File: config.mk
export PLATFORM = sky130hd
export DESIGN_NAME = flash_discovery_param_table
export DESIGN_NICKNAME = d
export VERILOG_FILES = /design/src/design/fdpt_pkg.sv /design/src/design/fdpt_table_rom.sv /design/src/design/flash_discovery_param_table.sv
export VERILOG_INCLUDE_DIRS = /design/src /design/src/design
export SDC_FILE = /design/constraint.sdc
export NUM_CORES = 1
export LEC_CHECK = 0
export BUFFER_PORTS_ARGS = -buffer_cell sky130_fd_sc_hd__buf_2
export CAP_MARGIN = 30
export CORE_MARGIN = 4
export CORE_UTILIZATION = 57
export CTS_CLUSTER_SIZE = 24
export DETAILED_ROUTE_END_ITERATION = 6
export PLACE_DENSITY = 0.74
export SYNTH_ARGS = -nofsm -noshare
export SYNTH_HDL_FRONTEND = slang
export SYNTH_HIERARCHICAL = 1
export SYNTH_SLANG_ARGS = --single-unit
File: constraint.sdc
create_clock -name sys_clk -period 12.1 [get_ports sys_clk]
set_clock_uncertainty 0.1 [all_clocks]
set_input_delay 0 -clock sys_clk [delete_from_list [all_inputs] [get_ports sys_clk]]
set_output_delay 0 -clock sys_clk [all_outputs]
set_load 0.02 [all_outputs]
File: src/design/fdpt_params.svh
`ifndef FDPT_PARAMS_SVH
`define FDPT_PARAMS_SVH

// discovery read opcode and filler byte
`define FDPT_CMD_READ_TABLE   8'h5A
`define FDPT_BLANK_BYTE       8'hFF

// header fields of the two table entries
`define FDPT_HDR_COUNT        8'h01
`define FDPT_REV_MINOR        8'h00
`define FDPT_REV_MAJOR        8'h01
`define FDPT_STD_ID           8'h00
`define FDPT_STD_PTR          8'h30
`define FDPT_STD_LEN          8'h09
`define FDPT_VND_PTR          8'h60
`define FDPT_VND_LEN          8'h04

// register byte offsets
`define FDPT_REG_CTRL         8'h00
`define FDPT_REG_STATUS       8'h04
`define FDPT_REG_FRAMES       8'h08
`define FDPT_REG_PEEK_ADDR    8'h0C
`define FDPT_REG_PEEK_DATA    8'h10

// field positions
`define FDPT_CTRL_EN_BIT      0
`define FDPT_STAT_BUSY_BIT    0
`define FDPT_STAT_STREAM_BIT  1
`define FDPT_STAT_BADCMD_BIT  2
`define FDPT_STAT_STATE_LSB   4
`define FDPT_STAT_ADDR_LSB    8

// reset values
`define FDPT_CTRL_EN_RST      1'b1
`define FDPT_OUT_RST          8'hFF

// avalon response codes
`define FDPT_RESP_OKAY        2'h0
`define FDPT_RESP_SLVERR      2'h2

`endif

File: src/design/fdpt_pkg.sv
package fdpt_pkg;

   // serial frame sequencer states
   typedef enum logic [2:0] {
      FDPT_IDLE   = 3'h0,
      FDPT_OPCODE = 3'h1,
      FDPT_ADDR   = 3'h2,
      FDPT_DUMMY  = 3'h3,
      FDPT_DATA   = 3'h4,
      FDPT_IGNORE = 3'h5
   } fdpt_state_t;

endpackage

File: src/design/fdpt_table_rom.sv
`timescale 1ns/1ps
`include "fdpt_params.svh"

module fdpt_table_rom #(
   parameter logic [7:0] VENDOR_ID = 8'hA5  // arbitrary value
) (
   // lookup
   input  wire logic [23:0] addr,
   output logic      [7:0]  data
);

   // fixed table contents, blank filler elsewhere
   always_comb
   begin
      case (addr)
         24'h000006: data = `FDPT_HDR_COUNT;
         24'h000008: data = `FDPT_STD_ID;
         24'h000009: data = `FDPT_REV_MINOR;
         24'h00000A: data = `FDPT_REV_MAJOR;
         24'h00000B: data = `FDPT_STD_LEN;
         24'h00000C: data = `FDPT_STD_PTR;
         24'h00000D: data = 8'h00;
         24'h00000E: data = 8'h00;
         24'h000010: data = VENDOR_ID;
         24'h000011: data = `FDPT_REV_MINOR;
         24'h000012: data = `FDPT_REV_MAJOR;
         24'h000013: data = `FDPT_VND_LEN;
         24'h000014: data = `FDPT_VND_PTR;
         24'h000015: data = 8'h00;
         24'h000016: data = 8'h00;
         24'h000030: data = 8'hE5;
         24'h000031: data = 8'h20;
         24'h000032: data = 8'hF1;
         24'h000037: data = 8'h01;
         24'h000038: data = 8'h44;
         24'h000039: data = 8'hEB;
         24'h00003A: data = 8'h08;
         24'h00003B: data = 8'h6B;
         24'h00003C: data = 8'h08;
         24'h00003D: data = 8'h3B;
         24'h00003E: data = 8'h04;
         24'h00003F: data = 8'hBB;
         24'h000040: data = 8'hEE;
         24'h000046: data = 8'h00;
         24'h00004A: data = 8'h00;
         24'h00004C: data = 8'h0C;
         24'h00004D: data = 8'h20;
         24'h00004E: data = 8'h0F;
         24'h00004F: data = 8'h52;
         24'h000050: data = 8'h10;
         24'h000051: data = 8'hD8;
         24'h000052: data = 8'h00;
         24'h000060: data = 8'h00;
         24'h000061: data = 8'h36;
         24'h000062: data = 8'h00;
         24'h000063: data = 8'h17;
         24'h000064: data = 8'h9D;
         24'h000065: data = 8'hF9;
         24'h000067: data = 8'h64;
         24'h000068: data = 8'hFE;
         24'h000069: data = 8'hCF;
         default:    data = `FDPT_BLANK_BYTE;
      endcase
   end

endmodule // fdpt_table_rom

File: src/design/flash_discovery_param_table.sv
// Contract
// - opcode, three address bytes, dummy, then stream
// - header points at 30h, nine words
// - byte 30h bits 1:0 read 01b
// - byte 30h bit 2 reads one
// - byte 30h bits 4:3 read zero
// - byte 30h bits 7:5 fixed, reads E5h
// - byte 32h reads F1h
// - address width field reads 00b
// - 1-4-4 read: 44h then EBh
// - 1-1-4 read: 08h then 6Bh
// - 1-1-2 read: 08h at 3Ch, 3Bh
// - 1-2-2 read: 04h then BBh
// - 2-2-2, 4-4-4 declared unsupported
// - erase type one: 0Ch, opcode 20h
// - erase types two to four sizes, opcodes
// - supply range bytes 00 36 00 17
// - feature half-word reads F99Dh
// - wrap length byte 67h reads 64h
// - lock feature word reads CFFEh
// - unused locations read FFh
// - wait states are dummy clocks
`timescale 1ns/1ps
`include "fdpt_params.svh"

module flash_discovery_param_table
   import fdpt_pkg::*;
#(
   parameter int         ADDR_BYTES = 3,
   parameter logic [7:0] VENDOR_ID  = 8'hA5  // arbitrary value
) (
   // clock and reset
   input  wire logic        sys_clk,
   input  wire logic        rstn,
   // serial flash pins
   input  wire logic        sclk,
   input  wire logic        csN,
   input  wire logic        si,
   output logic             soOut,
   output logic             soOeN,
   // avalon-mm slave
   input  wire logic [7:0]  avs_address,
   input  wire logic        avs_read,
   input  wire logic        avs_write,
   input  wire logic [31:0] avs_writedata,
   input  wire logic [3:0]  avs_byteenable,
   output logic      [31:0] avs_readdata,
   output logic      [1:0]  avs_response,
   output logic             avs_waitrequest
);

   // parameters the sequencer cannot serve, refused at elaboration
   if (ADDR_BYTES < 1 || ADDR_BYTES > 3)
   begin : gBadAddrBytes
      $error("ADDR_BYTES must lie between 1 and 3");
   end

   // reset release synchroniser
   logic [1:0] rstSyncQ;
   logic       rstN;

   always_ff @(posedge sys_clk or negedge rstn)
   begin
      if (!rstn)
         rstSyncQ <= 2'h0;
      else
         rstSyncQ <= {rstSyncQ[0], 1'b1};
   end

   assign rstN = rstSyncQ[1];

   // pin synchronisers and clock edge history
   logic [2:0] pinMetaQ, pinMetaD;  // {sclk, csN, si} first stage
   logic [2:0] pinSyncQ, pinSyncD;  // second stage
   logic       sclkPrevQ, sclkPrevD;
   logic       sclkRise, sclkFall, selected, siBit;

   always_comb
   begin
      pinMetaD  = {sclk, csN, si};
      pinSyncD  = pinMetaQ;
      sclkPrevD = pinSyncQ[2];
   end

   always_ff @(posedge sys_clk or negedge rstN)
   begin
      if (!rstN)
      begin
         pinMetaQ  <= 3'h2;
         pinSyncQ  <= 3'h2;
         sclkPrevQ <= 1'b0;
      end
      else
      begin
         pinMetaQ  <= pinMetaD;
         pinSyncQ  <= pinSyncD;
         sclkPrevQ <= sclkPrevD;
      end
   end

   // edge and level decode on the second stage only
   assign sclkRise = pinSyncQ[2] & ~sclkPrevQ;
   assign sclkFall = ~pinSyncQ[2] & sclkPrevQ;
   assign selected = ~pinSyncQ[1];
   assign siBit    = pinSyncQ[0];

   // register decode shared by read and write paths
   function automatic logic fdptIsMapped(input logic [7:0] a);
      fdptIsMapped = (a == `FDPT_REG_CTRL)      || (a == `FDPT_REG_STATUS) ||
                     (a == `FDPT_REG_FRAMES)    || (a == `FDPT_REG_PEEK_ADDR) ||
                     (a == `FDPT_REG_PEEK_DATA);
   endfunction

   // sequencer state
   fdpt_state_t stateQ, stateD;
   logic [2:0]  bitCntQ, bitCntD;
   logic [1:0]  byteCntQ, byteCntD;
   logic [7:0]  shInQ, shInD;
   logic [7:0]  shOutQ, shOutD;
   logic [23:0] addrQ, addrD;
   logic        pendQ, pendD;
   logic        badCmdQ, badCmdD;
   logic [15:0] framesQ, framesD;
   logic [7:0]  inByte;
   logic [23:0] romAddr;
   logic [7:0]  romData;

   // register file state
   logic        enableQ, enableD;
   logic [23:0] peekAddrQ, peekAddrD;
   logic [7:0]  peekData;
   logic        ackQ, ackD;
   logic [31:0] rdataQ, rdataD;
   logic [1:0]  respQ, respD;
   logic        reqActive, wrTake, badCmdClr;

   // table lookups for the stream and for software peeks
   assign romAddr = (stateQ == FDPT_DATA) ? addrQ + 24'h1 : addrQ;

   fdpt_table_rom #(
      .VENDOR_ID (VENDOR_ID)
   ) uStreamRom (
      .addr      (romAddr),
      .data      (romData)
   );

   fdpt_table_rom #(
      .VENDOR_ID (VENDOR_ID)
   ) uPeekRom (
      .addr      (peekAddrQ),
      .data      (peekData)
   );

   // byte assembled on this rising edge
   assign inByte = {shInQ[6:0], siBit};

   // frame sequencer next state
   always_comb
   begin
      stateD   = stateQ;
      bitCntD  = bitCntQ;
      byteCntD = byteCntQ;
      shInD    = shInQ;
      shOutD   = shOutQ;
      addrD    = addrQ;
      pendD    = pendQ;
      framesD  = framesQ;
      badCmdD  = badCmdQ & ~badCmdClr;
      if (!selected)
      begin
         // deselect ends any frame at once
         stateD = FDPT_IDLE;
         pendD  = 1'b0;
         shOutD = `FDPT_OUT_RST;
         if (stateQ == FDPT_DATA)
            framesD = framesQ + 16'h1;
      end
      else
      begin
         case (stateQ)
            FDPT_IDLE:
            begin
               bitCntD  = 3'h0;
               byteCntD = 2'h0;
               stateD   = enableQ ? FDPT_OPCODE : FDPT_IGNORE;
            end
            FDPT_OPCODE, FDPT_ADDR, FDPT_DUMMY:
            begin
               if (sclkRise)
               begin
                  // shift input MSB first
                  shInD   = inByte;
                  bitCntD = bitCntQ + 3'h1;
                  if (bitCntQ == 3'h7)
                  begin
                     if (stateQ == FDPT_OPCODE)
                     begin
                        if (inByte == `FDPT_CMD_READ_TABLE)
                           stateD = FDPT_ADDR;
                        else
                        begin
                           stateD  = FDPT_IGNORE;
                           badCmdD = 1'b1;  // set wins over clear
                        end
                     end
                     else if (stateQ == FDPT_ADDR)
                     begin
                        addrD    = {addrQ[15:0], inByte};
                        byteCntD = byteCntQ + 2'h1;
                        if (byteCntQ == 2'(ADDR_BYTES - 1))
                           stateD = FDPT_DUMMY;
                     end
                     else
                     begin
                        // dummy byte done, first data byte ready
                        stateD = FDPT_DATA;
                        shOutD = romData;
                        pendD  = 1'b0;
                     end
                  end
               end
            end
            FDPT_DATA:
            begin
               if (sclkRise)
               begin
                  // host sampled a bit
                  pendD   = 1'b1;
                  bitCntD = bitCntQ + 3'h1;
               end
               else if (sclkFall && pendQ)
               begin
                  pendD = 1'b0;
                  if (bitCntQ == 3'h0)
                  begin
                     // next table byte, address advances
                     addrD  = addrQ + 24'h1;
                     shOutD = romData;
                  end
                  else
                     shOutD = {shOutQ[6:0], 1'b1};
               end
            end
            FDPT_IGNORE:
               stateD = FDPT_IGNORE;
            default:
               stateD = FDPT_IDLE;
         endcase
      end
   end

   // frame sequencer registers
   always_ff @(posedge sys_clk or negedge rstN)
   begin
      if (!rstN)
      begin
         stateQ   <= FDPT_IDLE;
         bitCntQ  <= 3'h0;
         byteCntQ <= 2'h0;
         shInQ    <= 8'h00;
         shOutQ   <= `FDPT_OUT_RST;
         addrQ    <= 24'h000000;
         pendQ    <= 1'b0;
         badCmdQ  <= 1'b0;
         framesQ  <= 16'h0000;
      end
      else
      begin
         stateQ   <= stateD;
         bitCntQ  <= bitCntD;
         byteCntQ <= byteCntD;
         shInQ    <= shInD;
         shOutQ   <= shOutD;
         addrQ    <= addrD;
         pendQ    <= pendD;
         badCmdQ  <= badCmdD;
         framesQ  <= framesD;
      end
   end

   // serial output, driven only while streaming
   assign soOut = shOutQ[7];
   assign soOeN = (stateQ != FDPT_DATA);

   // bus handshake: one wait cycle, then answer
   assign reqActive       = avs_read | avs_write;
   assign avs_waitrequest = reqActive & ~ackQ;
   assign wrTake          = avs_write & ackQ;
   assign badCmdClr       = wrTake && (avs_address == `FDPT_REG_STATUS) &&
                            avs_byteenable[0] && avs_writedata[`FDPT_STAT_BADCMD_BIT];
   assign avs_readdata    = rdataQ;
   assign avs_response    = respQ;

   // register file next state
   always_comb
   begin
      ackD      = reqActive & ~ackQ;
      rdataD    = rdataQ;
      respD     = respQ;
      enableD   = enableQ;
      peekAddrD = peekAddrQ;
      if (reqActive && !ackQ)
      begin
         respD  = fdptIsMapped(avs_address) ? `FDPT_RESP_OKAY : `FDPT_RESP_SLVERR;
         rdataD = 32'h0;
         if (avs_read)
         begin
            case (avs_address)
               `FDPT_REG_CTRL:
                  rdataD[`FDPT_CTRL_EN_BIT] = enableQ;
               `FDPT_REG_STATUS:
               begin
                  rdataD[`FDPT_STAT_BUSY_BIT]   = selected;
                  rdataD[`FDPT_STAT_STREAM_BIT] = (stateQ == FDPT_DATA);
                  rdataD[`FDPT_STAT_BADCMD_BIT] = badCmdQ;
                  rdataD[`FDPT_STAT_STATE_LSB +: 3] = stateQ;
                  rdataD[`FDPT_STAT_ADDR_LSB +: 24] = addrQ;
               end
               `FDPT_REG_FRAMES:
                  rdataD[15:0] = framesQ;
               `FDPT_REG_PEEK_ADDR:
                  rdataD[23:0] = peekAddrQ;
               `FDPT_REG_PEEK_DATA:
                  rdataD[7:0] = peekData;
               default:
                  rdataD = 32'h0;
            endcase
         end
      end
      if (wrTake && fdptIsMapped(avs_address))
      begin
         if (avs_address == `FDPT_REG_CTRL && avs_byteenable[0])
            enableD = avs_writedata[`FDPT_CTRL_EN_BIT];
         if (avs_address == `FDPT_REG_PEEK_ADDR)
         begin
            // byte lanes of the peek address
            for (int b = 0; b < 3; b++)
            begin
               if (avs_byteenable[b])
                  peekAddrD[8*b +: 8] = avs_writedata[8*b +: 8];
            end
         end
      end
   end

   // register file registers
   always_ff @(posedge sys_clk or negedge rstN)
   begin
      if (!rstN)
      begin
         ackQ      <= 1'b0;
         rdataQ    <= 32'h0;
         respQ     <= `FDPT_RESP_OKAY;
         enableQ   <= `FDPT_CTRL_EN_RST;
         peekAddrQ <= 24'h000000;
      end
      else
      begin
         ackQ      <= ackD;
         rdataQ    <= rdataD;
         respQ     <= respD;
         enableQ   <= enableD;
         peekAddrQ <= peekAddrD;
      end
   end

endmodule // flash_discovery_param_table

==> reports/summary.txt <==
Post-CTS Hold Buffers: 35
Initial antenna violation count: 1
Pins over their slew limit: 0
Bufs and invs on worst path: 2
CTS resizes: 0
Register area: 3346 sq um
Tmin final: 4.712 ns
Pin count of the biggest net entering global routing: 72
CP Launch Type: flip-flop
Nets: 1,132
Top area cells in the synthesized netlist: dfrtp_1, mux2_2, nand2_1
Post-synth EDFFs: 0
Worst r2r src: stateQ[2]
Number of H-tree levels: 4
Tot GR Track Use: 27.03%
Hold Path Depth: 4
Slew margin rel.: 35.30%
Vias in the first global route: 7,759
PD cells: 129.1 nW/um^2
CP Cell Sequence: nor3b_4 -> buf_4 -> inv_2 -> nor3_4 -> and3_1 -> nand2_1 -> xnor2_1 -> nor4_1 -> nand4_1 -> nor4_4 -> o311ai_1 -> mux2_2 -> mux2i_1 -> nand2_1
Crit path largest cell delay: 0.59 ns
Setup_tns: 0 ns
Core box area: 15,310 sq um
Placer Congestion: 0.9279
Max Cap Viol: 0
Int Pwr: 909.5 uW
Share of layout cells above drive strength 1: 20.24%
Skew-Pair Late Insertion Delay: 0.42 ns
Worst r2r path cells: 14
Clk buf depth: 2
Failing checks: negative hold slack
Pre-antenna DRT Iters: 5
Reg-to-Reg End: shOutQ[4]
Rows: 45
Psw: 421.4 uW
Sink Count: 133
Cell count after synthesis: 992
Gate power share: 22.4%
Hold_ws: -0.0004884 ns
CP max stage cell: dfrtp_1
Critical Path AT: 4.94 ns
Remaining Overflow, GRT: 0
Max Freq: 212.2 MHz
DRC: 0
Fin crit share: 38.94%
Multi-input gate area: 5117 sq um
Area grow syn2layout: 15.18%
Count leader, synth: dfrtp_1
Clk root buf: clkbuf_16
Setup crit end kind: flip-flop
Syn_nets: 1,065
Worst EP required: 12.33 ns
Hold Fails Final Rpt: 1
Initial DRC count: 703
Final setup violation count: 0
Crit Path Max Fanout: 44
Status: finished with violations
Netlist cell types: 83
Worst Hold End: avs_readdata[7]
Die Height: 133.3 um
HP Start: avs_address[1]
Cts bufs inserted: 17
Hold WC Path Type: in2reg
Synth Flop Type: dfrtp_1
IO Pins: 88
Reg-to-reg slack, setup: 7.39 ns
Leading area contributor after synthesis: dfrtp_1
Input/output buffers: 77
Clock power frac: 38.2%
Post-synthesis cell area: 8951 sq um
Reg clk slew, reported paths: 0.06 ns
Register area share after synthesis: 37.34%
Worst slew pin tran: 0.9631 ns
Switching Fraction: 31.67%
Synth top area share: 34.11%
Asr flop ratio synth: 100.0%
WS Path Type: reg2reg
FILL cells: 1,244
Top post-synthesis cells by count: dfrtp_1, nand2_1, nor2_1
Final wirelength: 24.00 mm
Synth Area per Inst: 9.023 sq um
Yosys warns: 6
RSZ-0062 raised after global routing: false
Worst vdd ir: 0.1523 mV
Register share of total power: 39.4%
WL/cell: 18.69 um
Die Wd: 133.3 um
Setup Fix Bufs, Post-CTS: 0
TritonCTS clock tree: built
Via Count: 8,015
Family with the most delay on the worst path: simple AND/OR/NAND/NOR gates
Initial Util: 58.45%
Vias per cell: 6.242
Die ar.: 17,770 sq um
ANT nets after route: 0
HPWL after DPL: 16.03 mm
Final Util: 67.32%
Synth Register Bits: 133
Most used cell along the critical path: nand2_1
First-pass GRT wire length: 39.31 mm
Leak: 4.520 nW
-- power by group through the flow --
stage	clock network [mW]	registers (mW)	logic [mW]
3_5_place_dp	0	0.531	0.282
3_3_place_gp	0	0.530	0.277
5_1_grt	0.534	0.530	0.328
6_report	0.509	0.525	0.297
2_1_floorplan	0	0.510	0.228
4_1_cts	0.513	0.524	0.294
-- flip-flops by register name, summed over array words and instances (netlist names) --
name / cells
byteCntQ: 2
avs_readdata: 32
badCmdQ: 1
pendQ: 1
avs_response: 1
pinSyncQ: 3
sclkPrevQ: 1
bitCntQ: 3
peekAddrQ: 24
stateQ: 3
shOutQ: 8
addrQ: 24
framesQ: 16
shInQ: 7
pinMetaQ: 3
enableQ: 1
ackQ: 1
rstSyncQ: 2
-- layout make-up --
type	instances	area share (%)
Antenna cell	1	0.02427
Clock buffer	21	4.466
Clock inverter	11	1.214
Inverter	27	0.9830
Multi-Input combinational cell	755	49.64
Sequential cell	133	32.45
Tap cell	211	2.561
Timing Repair Buffer	125	8.665
-- layer usage --
metal | vias up | track usage (%) | part of all wire [%]
met1 | 3901 | 36.94 | 44
met3 | 47 | 5.702 | 6.8
met4 | 0 | 9.314 | 2.0
li1 | 3756 | - | -
met5 | - | 0 | 0
met2 | 311 | 43.06 | 47
-- placed cells by master (no fill, tap or decap), drive strengths merged, types with 8 or more instances in the layout --
| master | netlist | final |
|---|---|---|
| a211oi | 11 | 11 |
| a21oi | 55 | 55 |
| a22o | 13 | 13 |
| a22oi | 27 | 27 |
| a31oi | 11 | 11 |
| and2 | 12 | 12 |
| and3 | 19 | 19 |
| buf | 45 | 90 |
| clkbuf | 32 | 21 |
| dfrtp | 122 | 122 |
| dfstp | 11 | 11 |
| dlygate4sd3 | 0 | 35 |
| ha | 22 | 22 |
| inv | 26 | 27 |
| mux2 | 49 | 49 |
| mux2i | 14 | 14 |
| nand2 | 105 | 105 |
| nand2b | 19 | 19 |
| nand3 | 32 | 32 |
| nand4 | 10 | 10 |
| nor2 | 71 | 71 |
| nor2b | 18 | 18 |
| nor3 | 16 | 16 |
| nor4 | 11 | 11 |
| o21ai | 59 | 59 |
| o221ai | 9 | 9 |
| o22a | 8 | 8 |
| o22ai | 11 | 11 |
| o311ai | 9 | 9 |
| or3 | 10 | 10 |
| xnor2 | 27 | 27 |
| xor2 | 12 | 12 |
-- worst min-delay path, cell delays in order --
cell and delay, ns:
buf_2 0.08, or3_1 0.11, o21ai_0 0.08, a22o_1 0.20
-- logic make-up (layout without fill, tap and decap cells) --
group	count (synthesis)	count (layout)	share of synthesized area [%]
flops	133	133	37.34
buf+inv	104	184	5.661
simple gates	347	347	20.16
xor+xnor	39	39	3.816
fa+ha+maj	23	23	3.187
other cells	2	3	0.08390
compound gates	279	279	21.53
mux	65	65	8.233
-- metrics by stage --
step	total power, mW	cells	instance area (sq um)	setup WS [ns]	hold slack (ns)
6_report	1.331	1284	10310	7.388	-0.0004884
5_1_grt	1.393	1284	10310	7.127	0.01609
4_1_cts	1.330	1283	10310	7.505	0.0007697
3_5_place_dp	0.8130	1216	9371	7.496	-0.3130
3_3_place_gp	0.8073	1213	9289	7.544	-0.3144
2_1_floorplan	0.7383	992	8951	8.039	-0.3956
-- worst max path at each step --
stage,start,end,slack [ns],cells past startpoint
after global placement,stateQ[2],shOutQ[4],7.54,14
after CTS,stateQ[2],shOutQ[4],7.50,14
after detailed placement,stateQ[2],shOutQ[4],7.50,14
after floorplan,rstSyncQ[1],ackQ,8.04,0
after global routing,stateQ[2],shOutQ[4],7.13,14
final,stateQ[2],shOutQ[4],7.39,14
Power figures use the tool's default switching activity.
